$ cat config.mk
export PLATFORM = sky130hd
export DESIGN_NAME = usb_device_irq_and_address
export DESIGN_NICKNAME = d
export VERILOG_FILES = /design/src/logic/usb_irq_pkg.sv /design/src/logic/dev_irq_unit.sv /design/src/logic/usb_device_irq_and_address.sv
export VERILOG_INCLUDE_DIRS = /design/src /design/src/logic
export SDC_FILE = /design/constraint.sdc
export NUM_CORES = 1
export LEC_CHECK = 0
export ABC_AREA = 0
export BUFFER_PORTS_ARGS = -buffer_cell sky130_fd_sc_hd__buf_2
export CAP_MARGIN = 40
export CELL_PAD_IN_SITES_DETAIL_PLACEMENT = 0
export CELL_PAD_IN_SITES_GLOBAL_PLACEMENT = 1
export CORE_MARGIN = 2
export CORE_UTILIZATION = 39
export DETAILED_ROUTE_END_ITERATION = 10
export GPL_TIMING_DRIVEN = 0
export PLACE_DENSITY = 0.89
export SLEW_MARGIN = 30
export SYNTH_ARGS = -nofsm -noshare
export SYNTH_HDL_FRONTEND = slang
export SYNTH_SLANG_ARGS = --single-unit
$ cat constraint.sdc
create_clock -name MCLK_I -period 4.7 [get_ports MCLK_I]
set_input_delay 0.94 -clock MCLK_I [delete_from_list [all_inputs] [get_ports MCLK_I]]
set_output_delay 0.94 -clock MCLK_I [all_outputs]
set_load 0.005 [all_outputs]
$ cat src/logic/usb_irq_regs.svh
// Register offsets, field positions, masks and reset values of the device interrupt block
`ifndef USB_IRQ_REGS_SVH
`define USB_IRQ_REGS_SVH

// Device one register offsets
`define OFS_D1_ENABLE    16'hc08c
`define OFS_D1_ADDRESS   16'hc08e
`define OFS_D1_FLAGS     16'hc090

// Device two register offsets
`define OFS_D2_ENABLE    16'hc0ac
`define OFS_D2_ADDRESS   16'hc0ae
`define OFS_D2_FLAGS     16'hc0b0

// Field positions in the enable, flag and address words
`define BIT_VBUS         15
`define BIT_ID           14
`define BIT_TMO_EN       11
`define BIT_SOF          9
`define BIT_USB_RST      8
`define ADDR_MSB         6

// Implemented bits; everything else is reserved
`define MASK_EN_D1       16'hcbff
`define MASK_EN_D2       16'h0bff
`define MASK_FLAGS_D1    16'hc3ff
`define MASK_FLAGS_D2    16'h03ff

// Reset values
`define RST_ENABLE       16'h0000
`define RST_ADDRESS      7'h00
`define RST_FLAGS        16'h0000

// Cycles from a read strobe to its data
`define RD_LATENCY       1

`endif

$ cat src/logic/usb_irq_pkg.sv
// Types shared by the device interrupt and address block
`default_nettype none
package usb_irq_pkg;

	// One register word
	typedef logic [15:0] word_t;

	// Seven-bit USB device address
	typedef logic [6:0] usb_addr_t;

	// Kind of register an offset selects
	typedef enum logic [1:0] {REG_NONE, REG_ENABLE, REG_ADDRESS, REG_FLAGS} reg_kind_t;

	// Decoded register select
	typedef struct packed {
		logic      dev_two;
		reg_kind_t kind;
	} reg_sel_t;

	// State of one device instance
	typedef struct packed {
		word_t     enables;
		usb_addr_t address;
		word_t     flags;
		logic      irq;
	} unit_state_t;

	// State of the top level
	typedef struct packed {
		word_t       cpu_rdata;
		logic        cpu_rvalid;
		word_t       hp_rdata;
		logic        hp_rvalid;
		logic [1:0]  otg_prev;
		logic        primed;
		logic [1:0]  match;
	} top_state_t;

endpackage

`default_nettype wire

$ cat src/logic/dev_irq_unit.sv
// One device instance: enable, address and sticky flag registers
`timescale 1ns/1ps
`default_nettype none
`include "usb_irq_regs.svh"

module dev_irq_unit #(
	parameter bit HAS_OTG = 1'b1                   // VBUS and ID flags exist
)(
	input  wire logic                   clk_i,     // System clock
	input  wire logic                   rst_i,     // Synchronous reset
	input  wire logic                   ce_i,      // Clock enable
	input  wire logic                   en_we_i,   // Enable register write
	input  wire logic                   addr_we_i, // Address register write
	input  wire usb_irq_pkg::word_t     wdata_i,   // Write data
	input  wire usb_irq_pkg::word_t     clr_i,     // Flags to clear
	input  wire usb_irq_pkg::word_t     set_i,     // Flags to set
	output var  usb_irq_pkg::word_t     enables_o, // Enable register
	output var  usb_irq_pkg::usb_addr_t address_o, // Device address
	output var  usb_irq_pkg::word_t     flags_o,   // Flag register
	output var  logic                   irq_o      // Interrupt request
);
	import usb_irq_pkg::*;

	// Implemented bits depend on the instance
	localparam word_t EN_MASK   = HAS_OTG ? `MASK_EN_D1 : `MASK_EN_D2;
	localparam word_t FLAG_MASK = HAS_OTG ? `MASK_FLAGS_D1 : `MASK_FLAGS_D2;
	localparam unit_state_t RST_STATE = '{enables: `RST_ENABLE, address: `RST_ADDRESS,
		flags: `RST_FLAGS, irq: 1'b0};

	unit_state_t s_q;   // Registered state
	unit_state_t s_d;   // Next state

	// Next-state logic
	always_comb
	begin
		s_d = s_q;
		// Reserved enable bits stay zero
		if (en_we_i)
		begin
			s_d.enables = wdata_i & EN_MASK;
		end
		// Only the seven address bits are kept
		if (addr_we_i)
		begin
			s_d.address = wdata_i[`ADDR_MSB:0];
		end
		// Set wins over a clear in the same cycle
		s_d.flags = ((s_q.flags & ~clr_i) | set_i) & FLAG_MASK;
		// Request follows the new flags, so it lines up with them
		s_d.irq = |(s_d.flags & s_d.enables);
	end

	// State register
	always_ff @(posedge clk_i)
	begin
		if (rst_i)
		begin
			s_q <= RST_STATE;
		end
		else if (ce_i)
		begin
			s_q <= s_d;
		end
	end

	assign enables_o = s_q.enables;
	assign address_o = s_q.address;
	assign flags_o   = s_q.flags;
	assign irq_o     = s_q.irq;

endmodule

`default_nettype wire

$ cat src/logic/usb_device_irq_and_address.sv
// Top: two device instances, processor and external host port access, address match
`timescale 1ns/1ps
`default_nettype none
`include "usb_irq_regs.svh"

// Behaviour
// - Endpoint enable bit gates its done interrupt
// - ACK, STALL, timeout, exceptions raise done
// - NAK raises done when NAK enable set
// - Address register: write-only seven-bit field
// - Device address resets to zero
// - Respond only to own stored address
// - Writing one clears flag, zero keeps
// - External host port reads, clears status
// - Bit fifteen flags both VBUS edges
// - Bit fourteen flags both ID edges
// - VBUS, ID flags only in device one
// - Bit nine flags SOF/EOP received
// - Bit eight flags USB reset detected
// - Bits seven..zero flag endpoint done
// - Two devices with separate register sets
module usb_device_irq_and_address (
	input  wire logic                   MCLK_I,          // System clock, 200 MHz
	input  wire logic                   SYS_RST_I,       // Synchronous reset, high
	input  wire logic                   CE_I,            // Clock enable, freezes all state

	// Processor register access
	input  wire usb_irq_pkg::word_t     CPU_ADDR_I,      // Register offset
	input  wire logic                   CPU_WR_I,        // Write strobe
	input  wire logic                   CPU_RD_I,        // Read strobe
	input  wire usb_irq_pkg::word_t     CPU_WDATA_I,     // Write data
	output var  usb_irq_pkg::word_t     CPU_RDATA_O,     // Read data
	output var  logic                   CPU_RVALID_O,    // Read data valid pulse

	// External host port access
	input  wire usb_irq_pkg::word_t     HP_ADDR_I,       // Register offset
	input  wire logic                   HP_WR_I,         // Write strobe
	input  wire logic                   HP_RD_I,         // Read strobe
	input  wire usb_irq_pkg::word_t     HP_WDATA_I,      // Write data
	output var  usb_irq_pkg::word_t     HP_RDATA_O,      // Read data
	output var  logic                   HP_RVALID_O,     // Read data valid pulse

	// Device one endpoint and bus events
	input  wire logic [7:0]             D1_EP_RESULT_I,  // ACK, STALL, timeout or error per endpoint
	input  wire logic [7:0]             D1_EP_NAK_I,     // NAK sent per endpoint
	input  wire logic [7:0]             D1_EP_NAK_IE_I,  // NAK interrupt enable per endpoint
	input  wire logic                   D1_SOF_I,        // SOF/EOP received pulse
	input  wire logic                   D1_USB_RST_I,    // USB reset detected pulse

	// Device two endpoint and bus events
	input  wire logic [7:0]             D2_EP_RESULT_I,  // ACK, STALL, timeout or error per endpoint
	input  wire logic [7:0]             D2_EP_NAK_I,     // NAK sent per endpoint
	input  wire logic [7:0]             D2_EP_NAK_IE_I,  // NAK interrupt enable per endpoint
	input  wire logic                   D2_SOF_I,        // SOF/EOP received pulse
	input  wire logic                   D2_USB_RST_I,    // USB reset detected pulse

	// OTG levels on the first port of device one
	input  wire logic                   VBUS_ABOVE_I,    // VBUS above 4.4 V
	input  wire logic                   OTG_ID_I,        // OTG ID pin level

	// Token address checks
	input  wire logic                   D1_TOKEN_I,      // Device one token seen pulse
	input  wire usb_irq_pkg::usb_addr_t D1_TOKEN_ADDR_I, // Device one token address
	input  wire logic                   D2_TOKEN_I,      // Device two token seen pulse
	input  wire usb_irq_pkg::usb_addr_t D2_TOKEN_ADDR_I, // Device two token address
	output var  logic                   D1_ADDR_MATCH_O, // Device one should answer
	output var  logic                   D2_ADDR_MATCH_O, // Device two should answer

	// Interrupt requests
	output var  logic                   D1_IRQ_O,        // Device one request
	output var  logic                   D2_IRQ_O         // Device two request
);
	import usb_irq_pkg::*;

	// Reset value of the top-level state
	localparam top_state_t RST_STATE = '{cpu_rdata: 16'h0000, cpu_rvalid: 1'b0,
		hp_rdata: 16'h0000, hp_rvalid: 1'b0, otg_prev: 2'h0, primed: 1'b0, match: 2'h0};

	// Map an offset onto a device and register kind
	function automatic reg_sel_t decode(input word_t addr);
		reg_sel_t sel;
		sel = '{dev_two: 1'b0, kind: REG_NONE};
		// Device one registers
		if (addr == `OFS_D1_ENABLE)
		begin
			sel.kind = REG_ENABLE;
		end
		// Device one write-only address word
		else if (addr == `OFS_D1_ADDRESS)
		begin
			sel.kind = REG_ADDRESS;
		end
		// Device one sticky flag word
		else if (addr == `OFS_D1_FLAGS)
		begin
			sel.kind = REG_FLAGS;
		end
		// Device two registers
		else if (addr == `OFS_D2_ENABLE)
		begin
			sel = '{dev_two: 1'b1, kind: REG_ENABLE};
		end
		// Device two write-only address word
		else if (addr == `OFS_D2_ADDRESS)
		begin
			sel = '{dev_two: 1'b1, kind: REG_ADDRESS};
		end
		// Device two sticky flag word
		else if (addr == `OFS_D2_FLAGS)
		begin
			sel = '{dev_two: 1'b1, kind: REG_FLAGS};
		end
		// Any other offset stays unmapped
		return sel;
	endfunction

	// Read value of a decoded register
	function automatic word_t read_word(
		input reg_sel_t sel,
		input logic     flags_only,
		input word_t    en1,
		input word_t    fl1,
		input word_t    en2,
		input word_t    fl2
	);
		word_t v;
		v = 16'h0000;
		// Flag registers are visible on both ports
		if (sel.kind == REG_FLAGS)
		begin
			v = sel.dev_two ? fl2 : fl1;
		end
		// Enables only from the processor
		else if (sel.kind == REG_ENABLE && !flags_only)
		begin
			v = sel.dev_two ? en2 : en1;
		end
		// Address is write-only and unmapped reads give zero
		return v;
	endfunction

	// Clear word one port applies to one device
	function automatic word_t clear_word(
		input reg_sel_t sel,
		input logic     wr,
		input logic     want_two,
		input word_t    data
	);
		word_t v;
		v = 16'h0000;
		// Only a write to this device's flag register clears
		if (wr && sel.kind == REG_FLAGS && sel.dev_two == want_two)
		begin
			v = data;
		end
		return v;
	endfunction

	// Assemble the flag-set word of one device
	function automatic word_t set_word(
		input logic [7:0] result,
		input logic [7:0] nak,
		input logic [7:0] nak_ie,
		input logic       sof,
		input logic       usb_rst,
		input logic       vbus_edge,
		input logic       id_edge
	);
		word_t v;
		v = 16'h0000;
		// Endpoint done: result events, plus NAK where allowed
		v[7:0] = result | (nak & nak_ie);
		v[`BIT_SOF] = sof;
		v[`BIT_USB_RST] = usb_rst;
		v[`BIT_VBUS] = vbus_edge;
		v[`BIT_ID] = id_edge;
		return v;
	endfunction

	// Top-level state
	top_state_t s_q;              // Registered state
	top_state_t s_d;              // Next state

	// Decoded selects, device outputs and strobes
	reg_sel_t   cpu_sel;          // Processor decode
	reg_sel_t   hp_sel;           // External host port decode
	word_t      d1_en;            // Device one enables
	word_t      d2_en;            // Device two enables
	word_t      d1_flags;         // Device one flags
	word_t      d2_flags;         // Device two flags
	usb_addr_t  d1_addr;          // Device one address
	usb_addr_t  d2_addr;          // Device two address
	word_t      d1_clr;           // Device one clear word
	word_t      d2_clr;           // Device two clear word
	word_t      d1_set;           // Device one set word
	word_t      d2_set;           // Device two set word
	logic       vbus_edge;        // VBUS crossed the threshold
	logic       id_edge;          // ID pin changed
	logic       d1_en_we;         // Device one enable write
	logic       d2_en_we;         // Device two enable write
	logic       d1_addr_we;       // Device one address write
	logic       d2_addr_we;       // Device two address write
	logic       d1_irq;           // Device one request flop
	logic       d2_irq;           // Device two request flop

	// Address decode for both ports
	always_comb
	begin
		cpu_sel = decode(CPU_ADDR_I);
		hp_sel  = decode(HP_ADDR_I);
	end

	// Processor alone writes enables and address
	always_comb
	begin
		// Host port writes never reach these registers
		d1_en_we   = CPU_WR_I && cpu_sel.kind == REG_ENABLE && !cpu_sel.dev_two;
		d2_en_we   = CPU_WR_I && cpu_sel.kind == REG_ENABLE && cpu_sel.dev_two;
		d1_addr_we = CPU_WR_I && cpu_sel.kind == REG_ADDRESS && !cpu_sel.dev_two;
		d2_addr_we = CPU_WR_I && cpu_sel.kind == REG_ADDRESS && cpu_sel.dev_two;
	end

	// Both ports may clear in the same cycle; clears merge
	always_comb
	begin
		d1_clr = clear_word(cpu_sel, CPU_WR_I, 1'b0, CPU_WDATA_I)
			| clear_word(hp_sel, HP_WR_I, 1'b0, HP_WDATA_I);
		d2_clr = clear_word(cpu_sel, CPU_WR_I, 1'b1, CPU_WDATA_I)
			| clear_word(hp_sel, HP_WR_I, 1'b1, HP_WDATA_I);
	end

	// Edge detection on the OTG levels, held off until a first sample
	always_comb
	begin
		// Primed rises on the first enabled edge after reset
		vbus_edge = s_q.primed && (VBUS_ABOVE_I != s_q.otg_prev[0]);
		id_edge   = s_q.primed && (OTG_ID_I != s_q.otg_prev[1]);
	end

	// Event words; device two has no OTG pins
	always_comb
	begin
		d1_set = set_word(D1_EP_RESULT_I, D1_EP_NAK_I, D1_EP_NAK_IE_I,
			D1_SOF_I, D1_USB_RST_I, vbus_edge, id_edge);
		d2_set = set_word(D2_EP_RESULT_I, D2_EP_NAK_I, D2_EP_NAK_IE_I,
			D2_SOF_I, D2_USB_RST_I, 1'b0, 1'b0);
	end

	// Device one instance, with the OTG flags
	dev_irq_unit #(
		.HAS_OTG   (1'b1)
	) u_dev_one (
		.clk_i     (MCLK_I),
		.rst_i     (SYS_RST_I),
		.ce_i      (CE_I),
		.en_we_i   (d1_en_we),
		.addr_we_i (d1_addr_we),
		.wdata_i   (CPU_WDATA_I),
		.clr_i     (d1_clr),
		.set_i     (d1_set),
		.enables_o (d1_en),
		.address_o (d1_addr),
		.flags_o   (d1_flags),
		.irq_o     (d1_irq)
	);

	// Device two instance, OTG positions reserved
	dev_irq_unit #(
		.HAS_OTG   (1'b0)
	) u_dev_two (
		.clk_i     (MCLK_I),
		.rst_i     (SYS_RST_I),
		.ce_i      (CE_I),
		.en_we_i   (d2_en_we),
		.addr_we_i (d2_addr_we),
		.wdata_i   (CPU_WDATA_I),
		.clr_i     (d2_clr),
		.set_i     (d2_set),
		.enables_o (d2_en),
		.address_o (d2_addr),
		.flags_o   (d2_flags),
		.irq_o     (d2_irq)
	);

	// Next state of reads, edge history and address match
	always_comb
	begin
		s_d = s_q;
		// Read data hold until the next read; valid lasts one cycle
		// Processor read: data one cycle after the strobe
		s_d.cpu_rvalid = CPU_RD_I;
		if (CPU_RD_I)
		begin
			s_d.cpu_rdata = read_word(cpu_sel, 1'b0, d1_en, d1_flags, d2_en, d2_flags);
		end
		// External host port read: flag registers only
		s_d.hp_rvalid = HP_RD_I;
		if (HP_RD_I)
		begin
			s_d.hp_rdata = read_word(hp_sel, 1'b1, d1_en, d1_flags, d2_en, d2_flags);
		end
		// Remember the OTG levels for the next comparison
		s_d.otg_prev = {OTG_ID_I, VBUS_ABOVE_I};
		s_d.primed   = 1'b1;
		// Match is a one-cycle pulse, like the token behind it
		// Answer only tokens aimed at the stored address
		s_d.match[0] = D1_TOKEN_I && (D1_TOKEN_ADDR_I == d1_addr);
		s_d.match[1] = D2_TOKEN_I && (D2_TOKEN_ADDR_I == d2_addr);
	end

	// State register, frozen while the clock enable is low
	always_ff @(posedge MCLK_I)
	begin
		// Reset wins over the clock enable
		if (SYS_RST_I)
		begin
			s_q <= RST_STATE;
		end
		// Everything holds while the clock enable is low
		else if (CE_I)
		begin
			s_q <= s_d;
		end
	end

	// Read ports, straight from flops
	assign CPU_RDATA_O     = s_q.cpu_rdata;
	assign CPU_RVALID_O    = s_q.cpu_rvalid;
	assign HP_RDATA_O      = s_q.hp_rdata;
	assign HP_RVALID_O     = s_q.hp_rvalid;

	// Address match pulses, straight from flops
	assign D1_ADDR_MATCH_O = s_q.match[0];
	assign D2_ADDR_MATCH_O = s_q.match[1];

	// Requests come from the flop inside each device
	assign D1_IRQ_O        = d1_irq;
	assign D2_IRQ_O        = d2_irq;

endmodule

`default_nettype wire

==> results of run 1 <==
==> kinds of logic (layout without fill, tap and decap cells) <==
| logic type | Yosys count | in the layout | synth area share, % |
|---|---|---|---|
| AO/OA/AOI/OAI | 157 | 157 | 20.45 |
| XOR/XNOR | 16 | 16 | 2.720 |
| flip-flops | 94 | 94 | 36.52 |
| AND/OR/NAND/NOR | 225 | 225 | 21.47 |
| buffers and inverters | 82 | 254 | 8.985 |
| other | 1 | 7 | 0.07278 |
| multiplexers | 49 | 49 | 9.786 |
==> through the flow <==
| step | hold slack [ps] | area, um2 | total power, mW | utilization [%] | cells |
|---|---|---|---|---|---|
| final | 452.9 | 6469 | 1.775 | 50.64 | 974 |
| after global routing | 487.4 | 6469 | 1.833 | 50.64 | 974 |
| after global placement | 438.6 | 6171 | 1.046 | 48.31 | 958 |
| after CTS | 455.2 | 6469 | 1.777 | 50.64 | 974 |
| after floorplan | 428.4 | 5175 | 0.9412 | - | 630 |
| after detailed placement | 446.1 | 6171 | 1.049 | 48.31 | 958 |
==> power by group through the flow <==
stage	Clock (mW)	Combinational, mW	Sequential, mW
after global placement	0	0.190	0.856
after detailed placement	0	0.193	0.856
final	0.738	0.197	0.840
after global routing	0.778	0.213	0.841
after CTS	0.744	0.194	0.838
after floorplan	0	0.0957	0.845
==> final cells by class <==
cell class                      instances  area (um2)  area share, %
Buffer                                 81       459.2          7.099
Timing Repair Buffer                  156       780.7          12.07
Multi-Input combinational cell        454        2830          43.75
Clock buffer                            9       225.2          3.482
Clock inverter                          7       72.57          1.122
Tap cell                              172       215.2          3.327
Inverter                                1       3.754        0.05803
Sequential cell                        94        1882          29.09
==> worst max path at each step <==
stage                        startpoint         endpoint  cells past startpoint
after floorplan           CPU_ADDR_I[6]  u_dev_one.irq_o                      9
after global placement    CPU_ADDR_I[6]  u_dev_one.irq_o                      9
after CTS                 CPU_ADDR_I[6]  u_dev_one.irq_o                      9
final                     CPU_ADDR_I[6]   CPU_RDATA_O[7]                     10
after detailed placement  CPU_ADDR_I[6]  u_dev_one.irq_o                      9
after global routing      CPU_ADDR_I[6]  u_dev_one.irq_o                      9
==> synth_stat cells (all sizes together) (4+ instances only) <==
library cell  instances
a211oi               32
a21o                 14
a21oi                43
a221oi               10
a22oi                24
a31oi                21
buf                  46
clkbuf               35
dfxtp                94
mux2                 11
mux2i                38
nand2                59
nand3                34
nand4                 9
nand4b                8
nor2                 80
nor3                 13
o22ai                 9
or4b                  4
xnor2                12
xor2                  4
==> sequential cells by signal, indices dropped and copies added, names as in the netlist, 3 cells and up <==
| register | flops |
|---|---|
| u_dev_one.flags_o | 12 |
| CPU_RDATA_O | 13 |
| u_dev_one.address_o | 7 |
| u_dev_two.enables_o | 11 |
| u_dev_one.enables_o | 13 |
| u_dev_two.address_o | 7 |
| u_dev_two.flags_o | 10 |
| s_q | 3 |
| HP_RDATA_O | 12 |
==> layer usage <==
layer  GRT usage [%]  up-vias
met3           5.699       38
li1                -     2589
met2           41.88      303
met1           31.45     2510
met5               0        -
met4           10.04        0
==> worst register-to-register path, stage by stage, from the launching register on <==
cell and delay (ps):
dfxtp_1 320, xor2_1 190, and2_1 170, a31oi_1 250, o22ai_1 140, nor4_1 330, a211oi_1 130
==> results.cfg, run 1 <==
[drt]
drt_first_pass_iters = 6
ant_nets = 0
wl_met2_mm = 8.289
vias = 5440
wirelength_mm = 17.98
topRoutingLayerUsed = met4
via_per_inst = 5.585
wl_per_cell_um = 18.46
wl_met1_mm = 7.463
wl_met3_mm = 1.666
drc_errors = 0
drtIter0Drc = 346

[clocking]
clkLatencyLatePin_ps = 350
root_buffer = clkbuf_16
htree_levels = 3
cts_hold_buf = 0
cts_tree = done
clock_path_buffers = 2
post_cts_buffers = 0
ctsResizeCount = 0
clock_sinks = 94
clk_pin_slew_ps = 70
cts_buffers = 9

[timing]
setup-tns-final_ps = 0
post-route-min-period_ps = 3356
max_freq_mhz = 297.9
slew_viol_final = 0
finalClockSkew_ps = 5.076
fin_ws_ps = 1344
finalSetupViolCount = 0
min_period_over_period_pct = 71.41
rsz0062_at_grt = false
final_hold_viol_count = 0
relSlewSlack_pct = 49.73
worst-slew-pin-transition_ps = 754.1

[critical_path]
endpoint_kind = register
slowest_stage = or4b_4
crit_family = simple AND/OR/NAND/NOR gates
cp.required_ps = 4990
arrival_ps = 3640
crit_fanout = 10
path_common_cell = buf_2
r2r_start = s_q[4]
r2r-end = u_dev_one.irq_o
start_kind = primary input
reg2regPathDepth = 6
cp_num_buf_inv = 3
max_stage_delay_ps = 540
criticalPathCategory = in -> reg
rrSetupSlack_ps = 3040
crit_chain = buf_2 > or4b_4 > nor3_2 > and3_1 > buf_2 > clkbuf_1 > a221oi_1 > a211oi_1 > a21oi_1 > nor2_1

[power]
leakagePower_nw = 2.619
switching_share_pct = 25.99
p_clk_share_pct = 41.6
p_per_area_nw_per_um2 = 274.4
comb_power_share_pct = 11.1
p_int_mw = 1.313
power_frac_seq_pct = 47.3
peakVddDrop_mv = 0.2125
netSwitchingPower_mw = 0.4612

[final_layout]
antenna_cells = 0
syn_to_final_growth_pct = 25.55
final_nets = 938
mostFrequentLayoutCells = 165 x buf_2, 94 x dfxtp_1, 77 x nor2_1
fillers = 1243
final_common_cell = buf_2
drive_above_1_share_pct = 29.43

[min_path]
holdPathStages = 2
hp-class = reg -> reg
min_to = u_dev_one.enables_o[11]
min_from = u_dev_one.enables_o[11]

[global_route]
grt_pass1_vias = 5284
antenna_found_initial = 0
globalRouteOverflowTotal = 0
grt_max_degree = 17
track_usage_pct = 25.15
grt_pass1_wl_mm = 27.69

[logic_synthesis]
synth_area_um2 = 5152
synth.distinct_cells = 49
synth_edf_count = 0
synth.largest_area_cell = dfxtp_1
async_flop_share_pct = 0
synth_area_leaders = dfxtp_1 37%, mux2i_1 7.4%, nor2_1 5.6%
ys_seq_area_share_pct = 36.52
avgSynthCellArea_um2 = 8.257
ys_ff_latch = 94
synth_flop_cell = dfxtp_1
synth_top_area_share_pct = 36.52
synth_cells = 624
ys_warn_count = 0

[floorplanning]
coreArea_um2 = 12770
io_pins = 179
row_count = 41
chipHeight_um = 118.9
die_area_um2 = 14150
die_x_um = 118.9
initial_core_util_pct = 40.34

[run_status]
status = finished, final reports clean

[run]
drv_cap = 0

[placement]
dp_slack_ps = 1049
place_congestion = 0.9914
portBuffers = 156
place_hpwl_mm = 14.15
Power figures use the tool's default switching activity.
==> inputs of run 2 (changes only) <==
--- a/config.mk
+++ b/config.mk
@@ -12,10 +12,10 @@
 export CELL_PAD_IN_SITES_DETAIL_PLACEMENT = 0
 export CELL_PAD_IN_SITES_GLOBAL_PLACEMENT = 1
 export CORE_MARGIN = 2
-export CORE_UTILIZATION = 39
+export CORE_UTILIZATION = 33
 export DETAILED_ROUTE_END_ITERATION = 10
 export GPL_TIMING_DRIVEN = 0
-export PLACE_DENSITY = 0.89
+export PLACE_DENSITY = 0.8
 export SLEW_MARGIN = 30
 export SYNTH_ARGS = -nofsm -noshare
 export SYNTH_HDL_FRONTEND = slang
==> constraint.sdc (replaced) <==
create_clock -name MCLK_I -period 2.8 [get_ports MCLK_I]
set_input_delay 0.56 -clock MCLK_I [delete_from_list [all_inputs] [get_ports MCLK_I]]
set_output_delay 0.56 -clock MCLK_I [all_outputs]
set_load 0.005 [all_outputs]
==> run 2 against run 1 <==
First-iteration DRC count rose by 23%. Flip-flop and latch count did not move. Cell count rose by 2.0%. Critical path type unchanged. Routed wire length rose by 0.51%. Via count fell by 3.2%.
==> results.cfg, run 2 (synthesis gave the netlist of run 1 again) <==
[run_status]
status = finished, final reports clean

[critical_path]
start_kind = primary input
cp-startpoint = CPU_ADDR_I[10]
arrival_ps = 2970
criticalPathCategory = in -> reg
endpoint = u_dev_one.irq_o
crit_fanout = 8
r2r_start = s_q[4]
r2r-end = u_dev_one.irq_o
rrSetupSlack_ps = 1240
cp.required_ps = 3010
endpoint_kind = register
reg2regPathDepth = 6

[placement]
placed_cells = 974
place_hpwl_mm = 14.07
place_congestion = 0.9326
portBuffers = 156
placed_area_um2 = 6191

[global_route]
grt_pass1_vias = 4831
antenna_found_initial = 0
grt_max_degree = 17
grt_pass1_wl_mm = 27.48
globalRouteOverflowTotal = 0
track_usage_pct = 21.62

[clocking]
clock_sinks = 94
cts_buffers = 9
clk_pin_slew_ps = 70
cts_tree = done
htree_levels = 3
root_buffer = clkbuf_16
clkLatencyLatePin_ps = 350
clock_path_buffers = 2
cts_hold_buf = 0

[final_layout]
mostFrequentLayoutCells = 162 x buf_2, 94 x dfxtp_1, 74 x nor2_1
antenna_cells = 0
drive_above_1_share_pct = 32.05
final_nets = 941
stdcell_count = 993
final_common_cell = buf_2
fillers = 1568
syn_to_final_growth_pct = 28.65
stdcell_area_um2 = 6629

[timing]
final_hold_viol_count = 0
rsz0062_at_grt = true
min_period_over_period_pct = 98.68
relSlewSlack_pct = 48.83
finalClockSkew_ps = 8.857
post-route-min-period_ps = 2763
finalSetupViolCount = 0
worst-slew-pin-transition_ps = 767.6
slew_viol_final = 0
max_freq_mhz = 361.9

[run]
drv_cap = 0

[drt]
drtIter0Drc = 425
drc_errors = 0
wirelength_mm = 18.07
ant_nets = 0
via_per_inst = 5.301
vias = 5264
wl_per_cell_um = 18.20
drt_first_pass_iters = 5

[power]
leakagePower_nw = 2.684
switching_share_pct = 25.35
netSwitchingPower_mw = 0.7822
finalPower_mw = 3.086
peakVddDrop_mv = 0.3640
p_per_area_nw_per_um2 = 465.5
p_int_mw = 2.303
power_frac_seq_pct = 45.8
comb_power_share_pct = 11.0
p_clk_share_pct = 43.2

[min_path]
hp-class = reg -> reg

[floorplanning]
chipHeight_um = 129.0
initial_core_util_pct = 33.89
die_x_um = 129.0
coreArea_um2 = 15200
row_count = 45
die_area_um2 = 16630
io_pins = 179
run 2: cell types whose count changed in the layout (fill, tap and decap cells not counted), sizes merged:
cell	previous run	this run
buf	202	203
bufinv	1	2
clkbuf	44	46
clkinv	4	3
clkinvlp	2	1
inv	1	2
run 2: how the worst min path moves through the flow:
| stage | from | endpoint | slack, ps | cells after the start |
|---|---|---|---|---|
| final | u_dev_two.enables_o[11] | u_dev_two.enables_o[11] | 450 | 2 |
| after global routing | CPU_WDATA_I[11] | u_dev_one.enables_o[11] | 470 | 3 |
| after CTS | u_dev_two.enables_o[11] | u_dev_two.enables_o[11] | 460 | 2 |
| after detailed placement | u_dev_two.enables_o[11] | u_dev_two.enables_o[11] | 450 | 2 |
| after global placement | u_dev_two.enables_o[11] | u_dev_two.enables_o[11] | 440 | 2 |
| after floorplan | u_dev_two.enables_o[11] | u_dev_two.enables_o[11] | 430 | 2 |
run 2: power by group through the flow:
| stage | clock network, mW | logic [mW] | registers (mW) |
|---|---|---|---|
| 6_report | 1.33 | 0.340 | 1.41 |
| 3_3_place_gp | 0 | 0.324 | 1.44 |
| 5_1_grt | 1.41 | 0.371 | 1.41 |
| 3_5_place_dp | 0 | 0.325 | 1.44 |
| 4_1_cts | 1.35 | 0.328 | 1.41 |
| 2_1_floorplan | 0 | 0.161 | 1.42 |
run 2: worst max-delay path, cell delays in order:
cell	delay, ps
buf_6	90
or4b_4	550
or4_4	640
nor2_8	160
buf_12	140
mux2i_2	210
o22ai_1	120
nor4_2	370
a211oi_1	120
run 2: what timing repair did:
action / in CTS / in global routing
setup endpoints to repair: 7 / 12
pin swaps: 0 / 8
setup buffers: 0 / 4
resized for setup: 8 / 19
hold endpoints to repair: 0 / 0
run 2: layout make-up:
class | instances | area, um2 | area share (%)
buffer | 80 | 457.9 | 6.908
clock buffer | 9 | 225.2 | 3.398
clock inverter | 7 | 95.09 | 1.435
inverter | 1 | 3.754 | 0.05663
multi-input combinational | 454 | 2913 | 43.94
sequential | 94 | 1882 | 28.39
tap | 188 | 235.2 | 3.549
timing repair buffer | 160 | 817.0 | 12.33
run 2: metrics by stage:
step           setup slack [ps]  hold WS [ps]  util [%]  setup TNS (ps)
5_1_grt                  -8.348         469.4     43.60          -8.348
3_5_place_dp             -557.0         449.1     40.72          -12360
2_1_floorplan             29.08         428.4         -               0
6_report                  36.95         454.3     43.60               0
4_1_cts                  -12.21         459.3     43.06          -12.21
3_3_place_gp             -527.9         440.6     40.72          -11730
run 2: metal layers:
layer | part of all wire (%) | global-route usage (%) | vias to the layer above
met4 | 1.8 | 5.946 | 0
met5 | 0 | 0 | -
met1 | 44 | 29.69 | 2383
met2 | 45 | 34.30 | 264
li1 | - | - | 2594
met3 | 9.1 | 4.782 | 23
